`src/rtl/dpi_consts.vh`:
```
// Constants for the memory power-up sequencing controller
`ifndef DPI_CONSTS_VH
`define DPI_CONSTS_VH

// Wishbone register byte addresses
`define DPI_ADDR_CTRL       4'h0
`define DPI_ADDR_STATUS     4'h4
`define DPI_ADDR_MODE       4'h8
`define DPI_ADDR_MRDATA     4'hC

// Control register fields
`define DPI_CTRL_START      0
`define DPI_CTRL_WARM       1
`define DPI_CTRL_NOREPAIR   2
`define DPI_CTRL_NEXT       3

// Mode register addresses on the command bus
`define DPI_MA_INFO         6'h00
`define DPI_MA_LAT          6'h02
`define DPI_MA_IOCFG        6'h03
`define DPI_MA_MAKER        6'h05
`define DPI_MA_REV          6'h06
`define DPI_MA_WIDTH        6'h08
`define DPI_MA_REGCTL       6'h0D
`define DPI_MA_REPAIR       6'h19

// Mode register values
`define DPI_LAT_DEFAULT     8'h00
`define DPI_LAT_WRLEV       8'h80
`define DPI_IOCFG_PROTECT   8'h04
`define DPI_IOCFG_PLAIN     8'h00
`define DPI_REGCTL_DEFAULT  8'h00
`define DPI_REGCTL_CBT      8'h01

// Command opcodes, first half of a two-tick word
`define DPI_OP_MRW1         6'h06
`define DPI_OP_MRW2         6'h16
`define DPI_OP_MRR          6'h0E
`define DPI_OP_MPC          6'h00
// Multipurpose opcodes are 7 bits wide
`define DPI_MPC_CALBEGIN    7'h4F
`define DPI_MPC_CALAPPLY    7'h51
`define DPI_MPC_RDCAL       7'h43

// Timing, printed figures and derived cycle counts at 100 MHz
`define DPI_CLK_NS          10
`define DPI_RESET_HOLD_US   200
`define DPI_CKE_BEFORE_NS   10
`define DPI_CKE_AFTER_MS    2
`define DPI_STABLE_CLOCKS   5
`define DPI_FIRST_MODE_US   2
`define DPI_WARM_PULSE_NS   100
`define DPI_CAL_TIME_NS     1000
`define DPI_LATCH_TIME_NS   30
`define DPI_RESET_HOLD_CYC  ((`DPI_RESET_HOLD_US*1000+`DPI_CLK_NS-1)/`DPI_CLK_NS)
`define DPI_CKE_BEFORE_CYC  ((`DPI_CKE_BEFORE_NS+`DPI_CLK_NS-1)/`DPI_CLK_NS)
`define DPI_CKE_AFTER_CYC   ((`DPI_CKE_AFTER_MS*1000000+`DPI_CLK_NS-1)/`DPI_CLK_NS)
`define DPI_FIRST_MODE_CYC  ((`DPI_FIRST_MODE_US*1000+`DPI_CLK_NS-1)/`DPI_CLK_NS)
`define DPI_WARM_PULSE_CYC  ((`DPI_WARM_PULSE_NS+`DPI_CLK_NS-1)/`DPI_CLK_NS)
`define DPI_CAL_TIME_CYC    ((`DPI_CAL_TIME_NS+`DPI_CLK_NS-1)/`DPI_CLK_NS)
`define DPI_LATCH_TIME_CYC  ((`DPI_LATCH_TIME_NS+`DPI_CLK_NS-1)/`DPI_CLK_NS)

`endif

```
`src/rtl/dpi_init_ctrl.v`:
```
// Power-up and initialization sequencer for a low-power DRAM channel
// Behaviour
// - Each command word is two 6-bit halves on consecutive rising edges.
// - Read, write, masked write, activate need two back-to-back two-tick words.
// - Activate opens bank and row; read or write then picks bank and column.
// - All channels run the power-up sequence together, never one by one.
// - Hold reset low at least 200 us once supplies are stable.
// - Drive clock enable low at least 10 ns before releasing reset.
// - Keep clock enable low at least 2 ms after reset release.
// - Five stable clocks before clock enable; chip select low meanwhile.
// - Wait 2 us after clock enable before any mode register access.
// - Boot mode accesses use a clock within the boot cycle-time range.
// - Start calibration after mode writes; never overlap shared calibrations.
// - After calibration time issue the apply command to latch values.
// - After latch wait train the command bus via a mode write.
// - Then perform write leveling by setting the latency register bit 7.
// - Then train the data bus with calibration reads, array untouched.
// - Warm reset: reset low at least 100 ns, then repeat from clock wait.
// - Without repair use, set the repair-protection bit to one.
`timescale 1ns/10ps
`include "dpi_consts.vh"

module dpi_init_ctrl #(
   parameter RESET_HOLD_CYC = `DPI_RESET_HOLD_CYC,
   parameter CKE_AFTER_CYC  = `DPI_CKE_AFTER_CYC
) (
   input  wire        clock,       // System clock, 100 MHz
   input  wire        reset,       // Async reset, active high
   input  wire [3:0]  wb_adr_i,    // Wishbone byte address
   input  wire [31:0] wb_dat_i,    // Wishbone write data
   input  wire [3:0]  wb_sel_i,    // Wishbone byte selects
   input  wire        wb_we_i,     // Wishbone write enable
   input  wire        wb_cyc_i,    // Wishbone cycle
   input  wire        wb_stb_i,    // Wishbone strobe
   output reg  [31:0] wb_dat_o,    // Wishbone read data
   output reg         wb_ack_o,    // Wishbone acknowledge
   output reg         memResetN,   // Memory reset, active low
   output reg         memCke,      // Memory clock enable
   output reg         memCs,       // Memory chip select
   output reg  [5:0]  commandBus,  // Two-tick command bus
   input  wire [7:0]  dqIn,        // Data bus low byte from memory
   output reg  [7:0]  dqOut,       // Data bus drive value
   output reg         dqOe         // Data bus output enable
);

   localparam [12:0] S_IDLE   = 13'h0001;
   localparam [12:0] S_RSTLOW = 13'h0002;
   localparam [12:0] S_CKEOFF = 13'h0004;
   localparam [12:0] S_CKEWT  = 13'h0008;
   localparam [12:0] S_CLKWT  = 13'h0010;
   localparam [12:0] S_MODEWT = 13'h0020;
   localparam [12:0] S_CMD    = 13'h0040;
   localparam [12:0] S_WAIT   = 13'h0080;
   localparam [12:0] S_SWTRN  = 13'h0100;
   localparam [12:0] S_READY  = 13'h0200;
   localparam [12:0] S_RDWT   = 13'h0400;
   localparam [12:0] S_WARM   = 13'h0800;
   localparam [12:0] S_RDCAP  = 13'h1000;

   // Waits trimmed to the counter width
   localparam [20:0] CKE_BEFORE_C = `DPI_CKE_BEFORE_CYC;
   localparam [20:0] CKE_STABLE_C = `DPI_STABLE_CLOCKS;
   localparam [20:0] FIRST_MODE_C = `DPI_FIRST_MODE_CYC;
   localparam [20:0] WARM_PULSE_C = `DPI_WARM_PULSE_CYC;
   localparam [20:0] CAL_TIME_C   = `DPI_CAL_TIME_CYC;
   localparam [20:0] LATCH_TIME_C = `DPI_LATCH_TIME_CYC;
   localparam [5:0]  OP_MRW1      = `DPI_OP_MRW1;
   localparam [5:0]  OP_MRW2      = `DPI_OP_MRW2;
   localparam [5:0]  OP_MPC       = `DPI_OP_MPC;

   // Mode write: value bits 7 and 6 ride in bit 5 of the first halves
   function [23:0] mrwWord;
      input [5:0] ma;
      input [7:0] val;
      mrwWord = {val[7], OP_MRW1[4:0], ma, val[6], OP_MRW2[4:0],
                 val[5:0]};
   endfunction
   // Opcode bit 6 rides in bit 5 of the first half
   function [23:0] mpcWord;
      input [6:0] op;
      mpcWord = {op[6], OP_MPC[4:0], op[5:0], 12'h000};
   endfunction

   reg [12:0] state_ff;
   reg [12:0] nxt_state;
   reg [3:0]  step_ff;
   reg [3:0]  nxt_step;
   reg [1:0]  tick_ff;
   reg [1:0]  nxt_tick;
   reg [20:0] count_ff;
   reg [20:0] nxt_count;
   reg        noRepair_ff;
   reg        warm_ff;
   reg [7:0]  repair_ff;
   reg [7:0]  info_ff;
   reg        busy_ff;
   reg        nxtPulse_ff;
   reg [7:0]  nxt_dqOut;
   reg        nxt_memResetN;
   reg        nxt_memCke;
   reg        nxt_memCs;
   reg [5:0]  nxt_commandBus;
   reg        stepDone;
   reg [23:0] word;
   reg [20:0] waitAfter;
   reg        isRead;
   reg        phaseWait;

   wire busWrite = wb_cyc_i & wb_stb_i & wb_we_i & ~wb_ack_o;
   wire busRead  = wb_cyc_i & wb_stb_i & ~wb_we_i & ~wb_ack_o;
   wire startReq = busWrite & wb_sel_i[0] & (wb_adr_i == `DPI_ADDR_CTRL)
                   & wb_dat_i[`DPI_CTRL_START];
   wire warmReq  = busWrite & wb_sel_i[0] & (wb_adr_i == `DPI_ADDR_CTRL)
                   & wb_dat_i[`DPI_CTRL_WARM];
   wire nextReq  = busWrite & wb_sel_i[0] & (wb_adr_i == `DPI_ADDR_CTRL)
                   & wb_dat_i[`DPI_CTRL_NEXT];

   // Sequence table: two two-tick words (four halves) and the wait after them
   always @* begin
      word      = 24'h000000;
      waitAfter = 21'd1;
      isRead    = 1'b0;
      case (step_ff)
         4'd0: word = mrwWord(`DPI_MA_IOCFG, noRepair_ff ?
                              `DPI_IOCFG_PROTECT : `DPI_IOCFG_PLAIN);
         4'd1: word = mrwWord(`DPI_MA_LAT, `DPI_LAT_DEFAULT);
         // calibration begin, one device at a time
         4'd2: begin
            word      = mpcWord(`DPI_MPC_CALBEGIN);
            waitAfter = CAL_TIME_C;
         end
         4'd3: begin
            word      = mpcWord(`DPI_MPC_CALAPPLY);
            waitAfter = LATCH_TIME_C;
         end
         4'd4: word = mrwWord(`DPI_MA_REGCTL, `DPI_REGCTL_CBT);
         // training exit, set point 0 restored
         4'd5: word = mrwWord(`DPI_MA_REGCTL, `DPI_REGCTL_DEFAULT);
         // write leveling entry by bit 7
         4'd6: word = mrwWord(`DPI_MA_LAT, `DPI_LAT_WRLEV);
         4'd7: word = mrwWord(`DPI_MA_LAT, `DPI_LAT_DEFAULT);
         4'd8: word = mpcWord(`DPI_MPC_RDCAL);
         4'd9: begin
            word   = {`DPI_OP_MRR, `DPI_MA_REPAIR, 12'h000};
            isRead = 1'b1;
         end
         4'd10: begin
            word   = {`DPI_OP_MRR, `DPI_MA_INFO, 12'h000};
            isRead = 1'b1;
         end
         default: word = 24'h000000;
      endcase
   end

   always @* begin
      nxt_state      = state_ff;
      nxt_step       = step_ff;
      nxt_tick       = tick_ff;
      nxt_count      = count_ff;
      nxt_memResetN  = memResetN;
      nxt_memCke     = memCke;
      nxt_memCs      = 1'b0;
      nxt_commandBus = 6'h00;
      nxt_dqOut      = 8'h00;
      stepDone       = 1'b0;
      phaseWait      = 1'b0;
      // every timed wait is a down counter
      if (count_ff != 21'd0)
         nxt_count = count_ff - 21'd1;
      case (state_ff)
         S_IDLE: begin
            if (startReq) begin
               // clock enable and reset drop together before anything else
               nxt_memCke    = 1'b0;
               nxt_memResetN = 1'b0;
               nxt_count     = RESET_HOLD_CYC[20:0];
               nxt_state     = S_RSTLOW;
            end
         end
         S_WARM: begin
            if (count_ff == 21'd0) begin
               nxt_count = CKE_BEFORE_C;
               nxt_state = S_CKEOFF;
            end
         end
         S_RSTLOW: begin
            if (count_ff == 21'd0) begin
               nxt_count = CKE_BEFORE_C;
               nxt_state = S_CKEOFF;
            end
         end
         S_CKEOFF: begin
            // one pin set releases every channel at once
            if (count_ff == 21'd0) begin
               nxt_memResetN = 1'b1;
               nxt_count     = CKE_AFTER_CYC[20:0];
               nxt_state     = S_CKEWT;
            end
         end
         S_CKEWT: begin
            // clock enable held low after release
            if (count_ff == 21'd0) begin
               nxt_count = CKE_STABLE_C;
               nxt_state = S_CLKWT;
            end
         end
         S_CLKWT: begin
            if (count_ff == 21'd0) begin
               nxt_memCke = 1'b1;
               nxt_count  = FIRST_MODE_C;
               nxt_state  = S_MODEWT;
            end
         end
         S_MODEWT: begin
            if (count_ff == 21'd0) begin
               nxt_step  = 4'd0;
               nxt_tick  = 2'd0;
               nxt_state = S_CMD;
            end
         end
         S_CMD: begin
            // boot commands run on the system clock
            // one half per edge, both words back to back
            nxt_memCs = (tick_ff == 2'd0) || (tick_ff == 2'd2);
            case (tick_ff)
               2'd0: nxt_commandBus = word[23:18];
               2'd1: nxt_commandBus = word[17:12];
               2'd2: nxt_commandBus = word[11:6];
               default: nxt_commandBus = word[5:0];
            endcase
            nxt_tick = tick_ff + 2'd1;
            if (tick_ff == 2'd3) begin
               nxt_count = waitAfter;
               nxt_state = isRead ? S_RDWT : S_WAIT;
            end
         end
         S_RDWT: begin
            if (count_ff == 21'd0)
               nxt_state = S_RDCAP;
         end
         S_RDCAP: begin
            stepDone  = 1'b1;
            nxt_state = S_WAIT;
         end
         S_WAIT: begin
            if (count_ff == 21'd0) begin
               phaseWait = (step_ff == 4'd6);
               if (phaseWait)
                  nxt_state = S_SWTRN;
               else if (step_ff == 4'd10)
                  nxt_state = S_READY;
               else begin
                  nxt_step  = step_ff + 4'd1;
                  nxt_state = S_CMD;
               end
            end
         end
         S_SWTRN: begin
            // Leveling delay search is software's; it says when done
            if (nxtPulse_ff) begin
               nxt_step  = step_ff + 4'd1;
               nxt_state = S_CMD;
            end
         end
         S_READY: begin
            // row and column accesses belong to the main scheduler
            if (startReq) begin
               nxt_memCke    = 1'b0;
               nxt_memResetN = 1'b0;
               nxt_count     = RESET_HOLD_CYC[20:0];
               nxt_state     = S_RSTLOW;
            end
         end
         default: nxt_state = S_IDLE;
      endcase
      // warm reset from any state, clock enable and reset drop in the same cycle
      if (warmReq) begin
         nxt_memCke    = 1'b0;
         nxt_memResetN = 1'b0;
         nxt_count     = WARM_PULSE_C;
         nxt_state     = S_WARM;
      end
   end

   always @(posedge clock or posedge reset) begin
      if (reset) begin
         state_ff    <= S_IDLE;
         step_ff     <= 4'd0;
         tick_ff     <= 2'd0;
         count_ff    <= 21'd0;
         memResetN   <= 1'b0;
         memCke      <= 1'b0;
         memCs       <= 1'b0;
         commandBus  <= 6'h00;
         dqOut       <= 8'h00;
         dqOe        <= 1'b0;
         noRepair_ff <= 1'b1;
         warm_ff     <= 1'b0;
         repair_ff   <= 8'h00;
         info_ff     <= 8'h00;
         busy_ff     <= 1'b0;
         nxtPulse_ff <= 1'b0;
         wb_ack_o    <= 1'b0;
         wb_dat_o    <= 32'h00000000;
      end else begin
         state_ff    <= nxt_state;
         step_ff     <= nxt_step;
         tick_ff     <= nxt_tick;
         count_ff    <= nxt_count;
         memResetN   <= nxt_memResetN;
         memCke      <= nxt_memCke;
         memCs       <= nxt_memCs;
         commandBus  <= nxt_commandBus;
         dqOut       <= nxt_dqOut;
         // Never drive the data bus during boot; the device answers on it
         dqOe        <= 1'b0;
         busy_ff     <= (nxt_state != S_IDLE) && (nxt_state != S_READY);
         nxtPulse_ff <= nextReq;
         if (warmReq)
            warm_ff <= 1'b1;
         else if (startReq)
            warm_ff <= 1'b0;
         if (busWrite && wb_sel_i[0] && (wb_adr_i == `DPI_ADDR_CTRL))
            noRepair_ff <= wb_dat_i[`DPI_CTRL_NOREPAIR];
         // captured read answers: repair banks, one bit per bank, then device info
         if (stepDone && (step_ff == 4'd9))
            repair_ff <= dqIn;
         if (stepDone && (step_ff == 4'd10))
            info_ff <= dqIn;
         wb_ack_o <= (busWrite | busRead);
         case (wb_adr_i)
            `DPI_ADDR_CTRL:   wb_dat_o <= {29'h0, noRepair_ff, warm_ff, 1'b0};
            `DPI_ADDR_STATUS: wb_dat_o <= {15'h0, state_ff, 2'h0, busy_ff,
                                           state_ff == S_READY};
            `DPI_ADDR_MODE:   wb_dat_o <= {24'h0, info_ff};
            `DPI_ADDR_MRDATA: wb_dat_o <= {24'h0, repair_ff};
            default:          wb_dat_o <= 32'h00000000;
         endcase
      end
   end

endmodule // dpi_init_ctrl

```
`config.mk`:
```
export PLATFORM = sky130hd
export DESIGN_NAME = dpi_init_ctrl
export DESIGN_NICKNAME = d
export VERILOG_FILES = /design/src/rtl/dpi_init_ctrl.v
export VERILOG_INCLUDE_DIRS = /design/src /design/src/rtl
export SDC_FILE = /design/constraint.sdc
export NUM_CORES = 1
export LEC_CHECK = 0
export ABC_AREA = 1
export BUFFER_PORTS_ARGS = -buffer_cell sky130_fd_sc_hd__buf_2
export CAP_MARGIN = 20
export CORE_MARGIN = 2
export CORE_UTILIZATION = 50
export CTS_CLUSTER_SIZE = 28
export DETAILED_ROUTE_END_ITERATION = 8
export GPL_TIMING_DRIVEN = 1
export PLACE_DENSITY = 0.73
export SYNTH_ARGS = -nofsm -noshare
export SYNTH_HDL_FRONTEND = slang
export SYNTH_SLANG_ARGS = --single-unit
```
`constraint.sdc`:
```
create_clock -name clock -period 6.32 [get_ports clock]
set_input_delay 1.264 -clock clock [delete_from_list [all_inputs] [get_ports clock]]
set_output_delay 1.264 -clock clock [all_outputs]
set_load 0.02 [all_outputs]
```
### Word level (Yosys, flattened, before mapping)

Index checks and enable logic that the tools add are counted.

* flip-flop bits (word level): 102
* input port bits: 53
* output and inout port bits: 51
* word-level logic and storage cells: 143

* add/sub/neg operators: 3
* equality and inequality tests: 39
* muxes and demuxes: 48
* bitwise gates (word level): 13
* reductions and logical operators: 24

Operator list (count)
* $pmux 24 s10: 1
* $mux 21: 8
* $mux 13: 11
* $pmux 13 s11: 1
* $pmux 21 s6: 1
* $pmux 17 s4: 1
* $logic_not 21->1: 1
* $reduce_bool 21->1: 1
* $sub 21x1->21 const B: 1
* $eq 4x3->1 const B: 5
* $eq 4x4->1 const B: 5
* $mux 10: 2
* $mux 4: 5
* $pmux 6 s3: 1
* $pmux 7 s2: 1
* $eq 13x1->1 const B: 1
* $eq 13x10->1 const B: 1
* $eq 13x11->1 const B: 1
* $eq 13x12->1 const B: 1
* $eq 13x13->1 const B: 1
* $eq 13x2->1 const B: 1
* $eq 13x3->1 const B: 1
* $eq 13x4->1 const B: 1
* $eq 13x5->1 const B: 1
* 36 further kinds: 73

### Depth between registers and ports, before layout

* depth in word-level cells: 11
* mapped depth: 14
* depth with buffers taken out: 14

### Worst setup path after synthesis

Ideal clock, no wire load.

* kind: input-to-reg
* start point: input port wb_adr_i[0]
* end point: register state_ff[1]
* setup time: 126 ps
* data arrival time: 2483 ps
* required time: 6194 ps
* slack: 3711 ps
* stages on the path: 10
* path buffers: 1
* path through: inv_1 nand2_2 nor3_4 nand4_2 or2_2 clkbuf_1 nand2_4 inv_2 nand2_1 nor2_1

* word-level cells in the longest chain between the ends: 6
* elaborated cells between the ends (all ways): 7
* classes of those cells: 3 x mux; 3 x bitwise; 1 x reduce/logical

RTL lines
* from (decl): RTL line dpi_init_ctrl.v:29 `input wire [3:0] wb_adr_i,`
* $logic_not 4->1 (*)
* $and 1x1->1 (*): RTL line dpi_init_ctrl.v:111, dpi_init_ctrl.v:113
* $and 1x1->1: RTL line dpi_init_ctrl.v:111 `` wire startReq = busWrite & wb_sel_i[0] & (wb_adr_i == `DPI_ADDR_CTRL) ``
* $mux 13: RTL line dpi_init_ctrl.v:172, dpi_init_ctrl.v:267
* $pmux 13 s11: RTL line dpi_init_ctrl.v:170 `case (state_ff)`
* $mux 13 (*): RTL line dpi_init_ctrl.v:277 `if (warmReq) begin`
* named net nxt_state[1]: RTL line dpi_init_ctrl.v:85 `reg [12:0] nxt_state;`
* to (signal assigned): RTL line dpi_init_ctrl.v:306 `state_ff <= nxt_state;`
* to (decl): RTL line dpi_init_ctrl.v:84 `reg [12:0] state_ff;`

The timed path passes the listed nets; every way through them passes the cells marked *.
A chain may end at the register's enable or synchronous reset.

### Final worst setup path

* start point: register count_ff[0]
* end point: register count_ff[0]

* word-level cells in the longest chain between the ends: 5
* elaborated cells between the ends (all ways): 12
* classes of those cells: 1 x add/sub; 9 x mux; 2 x reduce/logical

RTL lines
* from (decl): RTL line dpi_init_ctrl.v:90 `reg [20:0] count_ff;`
* from (signal assigned): RTL line dpi_init_ctrl.v:309 `count_ff <= nxt_count;`
* $sub 21x1->21 / $reduce_bool 21->1 (equally long branches): RTL line dpi_init_ctrl.v:169, dpi_init_ctrl.v:168
* $mux 21: RTL line dpi_init_ctrl.v:168 `if (count_ff != 21'd0)`
* $mux 21 (tied with other cells): RTL line dpi_init_ctrl.v:172, dpi_init_ctrl.v:267
* $pmux 21 s6 (*): RTL line dpi_init_ctrl.v:170
* $mux 21 (*): RTL line dpi_init_ctrl.v:277
* named net nxt_count[0]: RTL line dpi_init_ctrl.v:91 `reg [20:0] nxt_count;`

Marks and branches as above.

==> impl_results.md <==
* CP max FO at 7
* Design Power at 1.841 mW
* Design Area, Final at 6005 µm²
* Pleak at 3.176 nW
* Post-Synth Simple-Gate Area at 33.32%
* Die extent in y at 109 µm
* Post-synthesis xor/xnor area fraction at 1.906%
* Post-CTS sizing at 0
* Largest cells by area after synthesis: dfrtp_1 39%, nand2_1 9.7%, nor2_1 6.5%
* Placed cell areas at 5779 µm²
* Post-synthesis cell count at 713
* Syn_area_per_cell at 7.732 µm²
* Worst setup EP type: flip-flop
* Port Buffers at 48
* Final WL at 13870 µm
* Initial Util at 51.08%
* Crit path required time at 6580 ps
* Largest net degree at the start of global routing at 88
* Setup bufs post-CTS at 0
* CTS tree: yes
* Seq/Total Area, Yosys at 39.54%
* Max Clk Rate at 352.9 MHz
* Status: complete, no violations
* Async S/R FF share, synth at 100.0%
* Synth cell types at 52
* Core Area at 10790 µm²
* Synth Cell Area at 5513 µm²
* Worst Setup Path Type: flip-flop to flip-flop
* Max_cap viols at 0
* Main combinational cell family by area after synthesis: simple AND/OR/NAND/NOR gates
* Die ar. at 11880 µm²
* Final Setup Violations at 0
* Synth-to-Final Area Change at 8.920%
* All-Layer GR Usage at 25.23%
* Total grt overflow at 0
* Layout cell share with drive strength beyond 1 at 18.60%
* Worst Hold Depth at 2
* Routability Congestion at 0.9448
* Vias in the first global route at 4729
* Drc violations at 0
* Yosys warns at 0
* Tcrit/Tclk final at 44.84%
* H-tree Lvls at 3
* CP Data Arrival Time at 3090 ps
* Hold buffer count at CTS at 0
* Final WS setup at 3486 ps
* Routed wire per std cell at 15.26 µm
* Top-count cell post-synth: nand2_1
* Hold Crit Class: flip-flop to flip-flop
* Clock buffer count from CTS at 9
* Die width at 109 µm
* Maximum vdd drop at 0.1449 mV
* Final Hold Viols at 0
* Critical Path Source Type: flip-flop
* First-pass GRT wire length at 23130 µm
* Pwr Density at 306.6 nW/µm²
* FF+latch count, synth at 87
* Via count at 4850
* RSZ-0062 raised after global routing: false
* Worst reg2reg path startpoint: count_ff[0]
* Final Critical Period at 2834 ps
* Flop2flop setup slack at 3490 ps
* Post-Place Worst Slack at 3403 ps
* Root buffer cell: clkbuf_8
* Setup TNS Final at 0 ps
* Top FF cell, synth: dfrtp_1
* Clock Path Buffers at 2
* Worst-path clk slew at 100 ps
* Post-synthesis adder-cell area fraction at 2.497%
* Top cells by count, synth: 143 x nand2_1, 96 x nor2_1, 85 x dfrtp_1, 83 x inv_1, 37 x nand3_1
* Clock Sink Count at 87
* Final Max Tran Viols at 0
* HP Start: repair_ff[4]
* EDFF count, synth at 0
* Post-synth top area share at 38.58%
* Pre-antenna DRT Iters at 5
* Reg2Reg Depth at 11
* Fin nets at 828
* Io pins at 104
* Initial antenna violation count at 0
* Mux contribution to synthesized area at 0.2043%
* Area leader, netlist: dfrtp_1
* Tightest Pin Transition at 957.2 ps
* Post-DRT Antenna Nets at 0
* Core Util, Final at 55.63%
* Fin cells at 909
* RR Endpoint: count_ff[0]
* Worst skew pair latency at 380 ps
* Placed cells at 892
* Via-to-Cell Ratio at 5.336
* Post-DP HPWL at 10470 µm
* Post-synthesis compound-gate area fraction at 11.51%
* WHS at 497.7 ps
* Slew margin rel. at 35.70%
* Diodes inserted at 0
* Setup Skew at 14.30 ps
* Hold Path End: repair_ff[4]
* Iteration-0 DRC Markers at 356
* Row count at 38
-- flip-flops by register name, summed over array words and instances, names as in the netlist --
name         count
busy_ff          1
commandBus       6
count_ff        21
info_ff          8
memCke           1
memCs            1
memResetN        1
noRepair_ff      1
nxtPulse_ff      1
repair_ff        8
state_ff        13
step_ff          4
tick_ff          2
warm_ff          1
wb_ack_o         1
wb_dat_o        17
-- worst max path at each step --
stage	slack [ps]	depth (start not counted)	from	to
floorplan	2810	1	reset	busy_ff
global placement	3400	11	wb_adr_i[0]	state_ff[4]
detailed placement	3400	11	wb_adr_i[0]	state_ff[4]
CTS	3470	11	count_ff[0]	count_ff[0]
global route	3240	12	count_ff[0]	count_ff[10]
finish	3490	11	count_ff[0]	count_ff[0]
-- final cells by class --
class | instances | area (µm²)
fillers | 1047 | 4788
multi-input cells | 521 | 2815
flip-flops and latches | 87 | 2180
inverters | 94 | 354.1
repair buffers | 51 | 282.8
well taps | 140 | 175.2
clock buffers | 9 | 123.9
clock inverters | 7 | 73.82
-- where the power goes --
group | internal (mW) | leakage (nW) | switching, mW
combinational | 0.251 | 1.97 | 0.510
sequential | 0.620 | 1.10 | 0.0632
clock | 0.156 | 0.101 | 0.240
total | 1.03 | 3.18 | 0.814
-- placed cells by master (no fill, tap or decap), types with 4 or more instances in the layout --
| master | n |
|---|---|
| a21oi_1 | 33 |
| buf_2 | 48 |
| clkbuf_8 | 9 |
| conb_1 | 24 |
| dfrtp_1 | 85 |
| ha_1 | 11 |
| inv_1 | 82 |
| inv_2 | 11 |
| nand2_1 | 143 |
| nand2_2 | 10 |
| nand2_4 | 8 |
| nand3_1 | 37 |
| nand3_2 | 5 |
| nand4_1 | 11 |
| nor2_1 | 96 |
| nor2_2 | 11 |
| nor2_4 | 7 |
| nor3_1 | 13 |
| nor4_1 | 4 |
| o211ai_1 | 5 |
| o21ai_0 | 36 |
| o21ai_1 | 11 |
| o22ai_1 | 4 |
| xnor2_1 | 4 |
| xor2_1 | 8 |
-- per-layer routing --
layer / vias to the layer above / GRT usage (%) / part of all wire [%] / routed length [µm]
met5: - / 0 / 0 / 0
met4: 0 / 8.059 / 1.7 / 231
met3: 24 / 3.945 / 6.6 / 920
met2: 182 / 39.71 / 46 / 6385
met1: 2289 / 35.75 / 46 / 6334
li1: 2355 / - / - / -
-- worst max-delay path, cell delays in order, from the launching register on --
cell and delay, ps:
dfrtp_1 420, inv_1 180, ha_1 320, nand2_1 130, nor3_1 310, nand3_1 410, ha_1 440, inv_1 50
o21ai_0 160, o22ai_1 100, a21oi_1 120, a21oi_1 80
-- cells by family after synthesis --
logic type	Yosys count
AND/OR/NAND/NOR	365
buffers and inverters	128
AO/OA/AOI/OAI	108
flip-flops	87
XOR/XNOR	12
adder cells (fa/ha/maj)	11
other	1
multiplexers	1
Note: power is estimated with default switching activity, not from simulation.
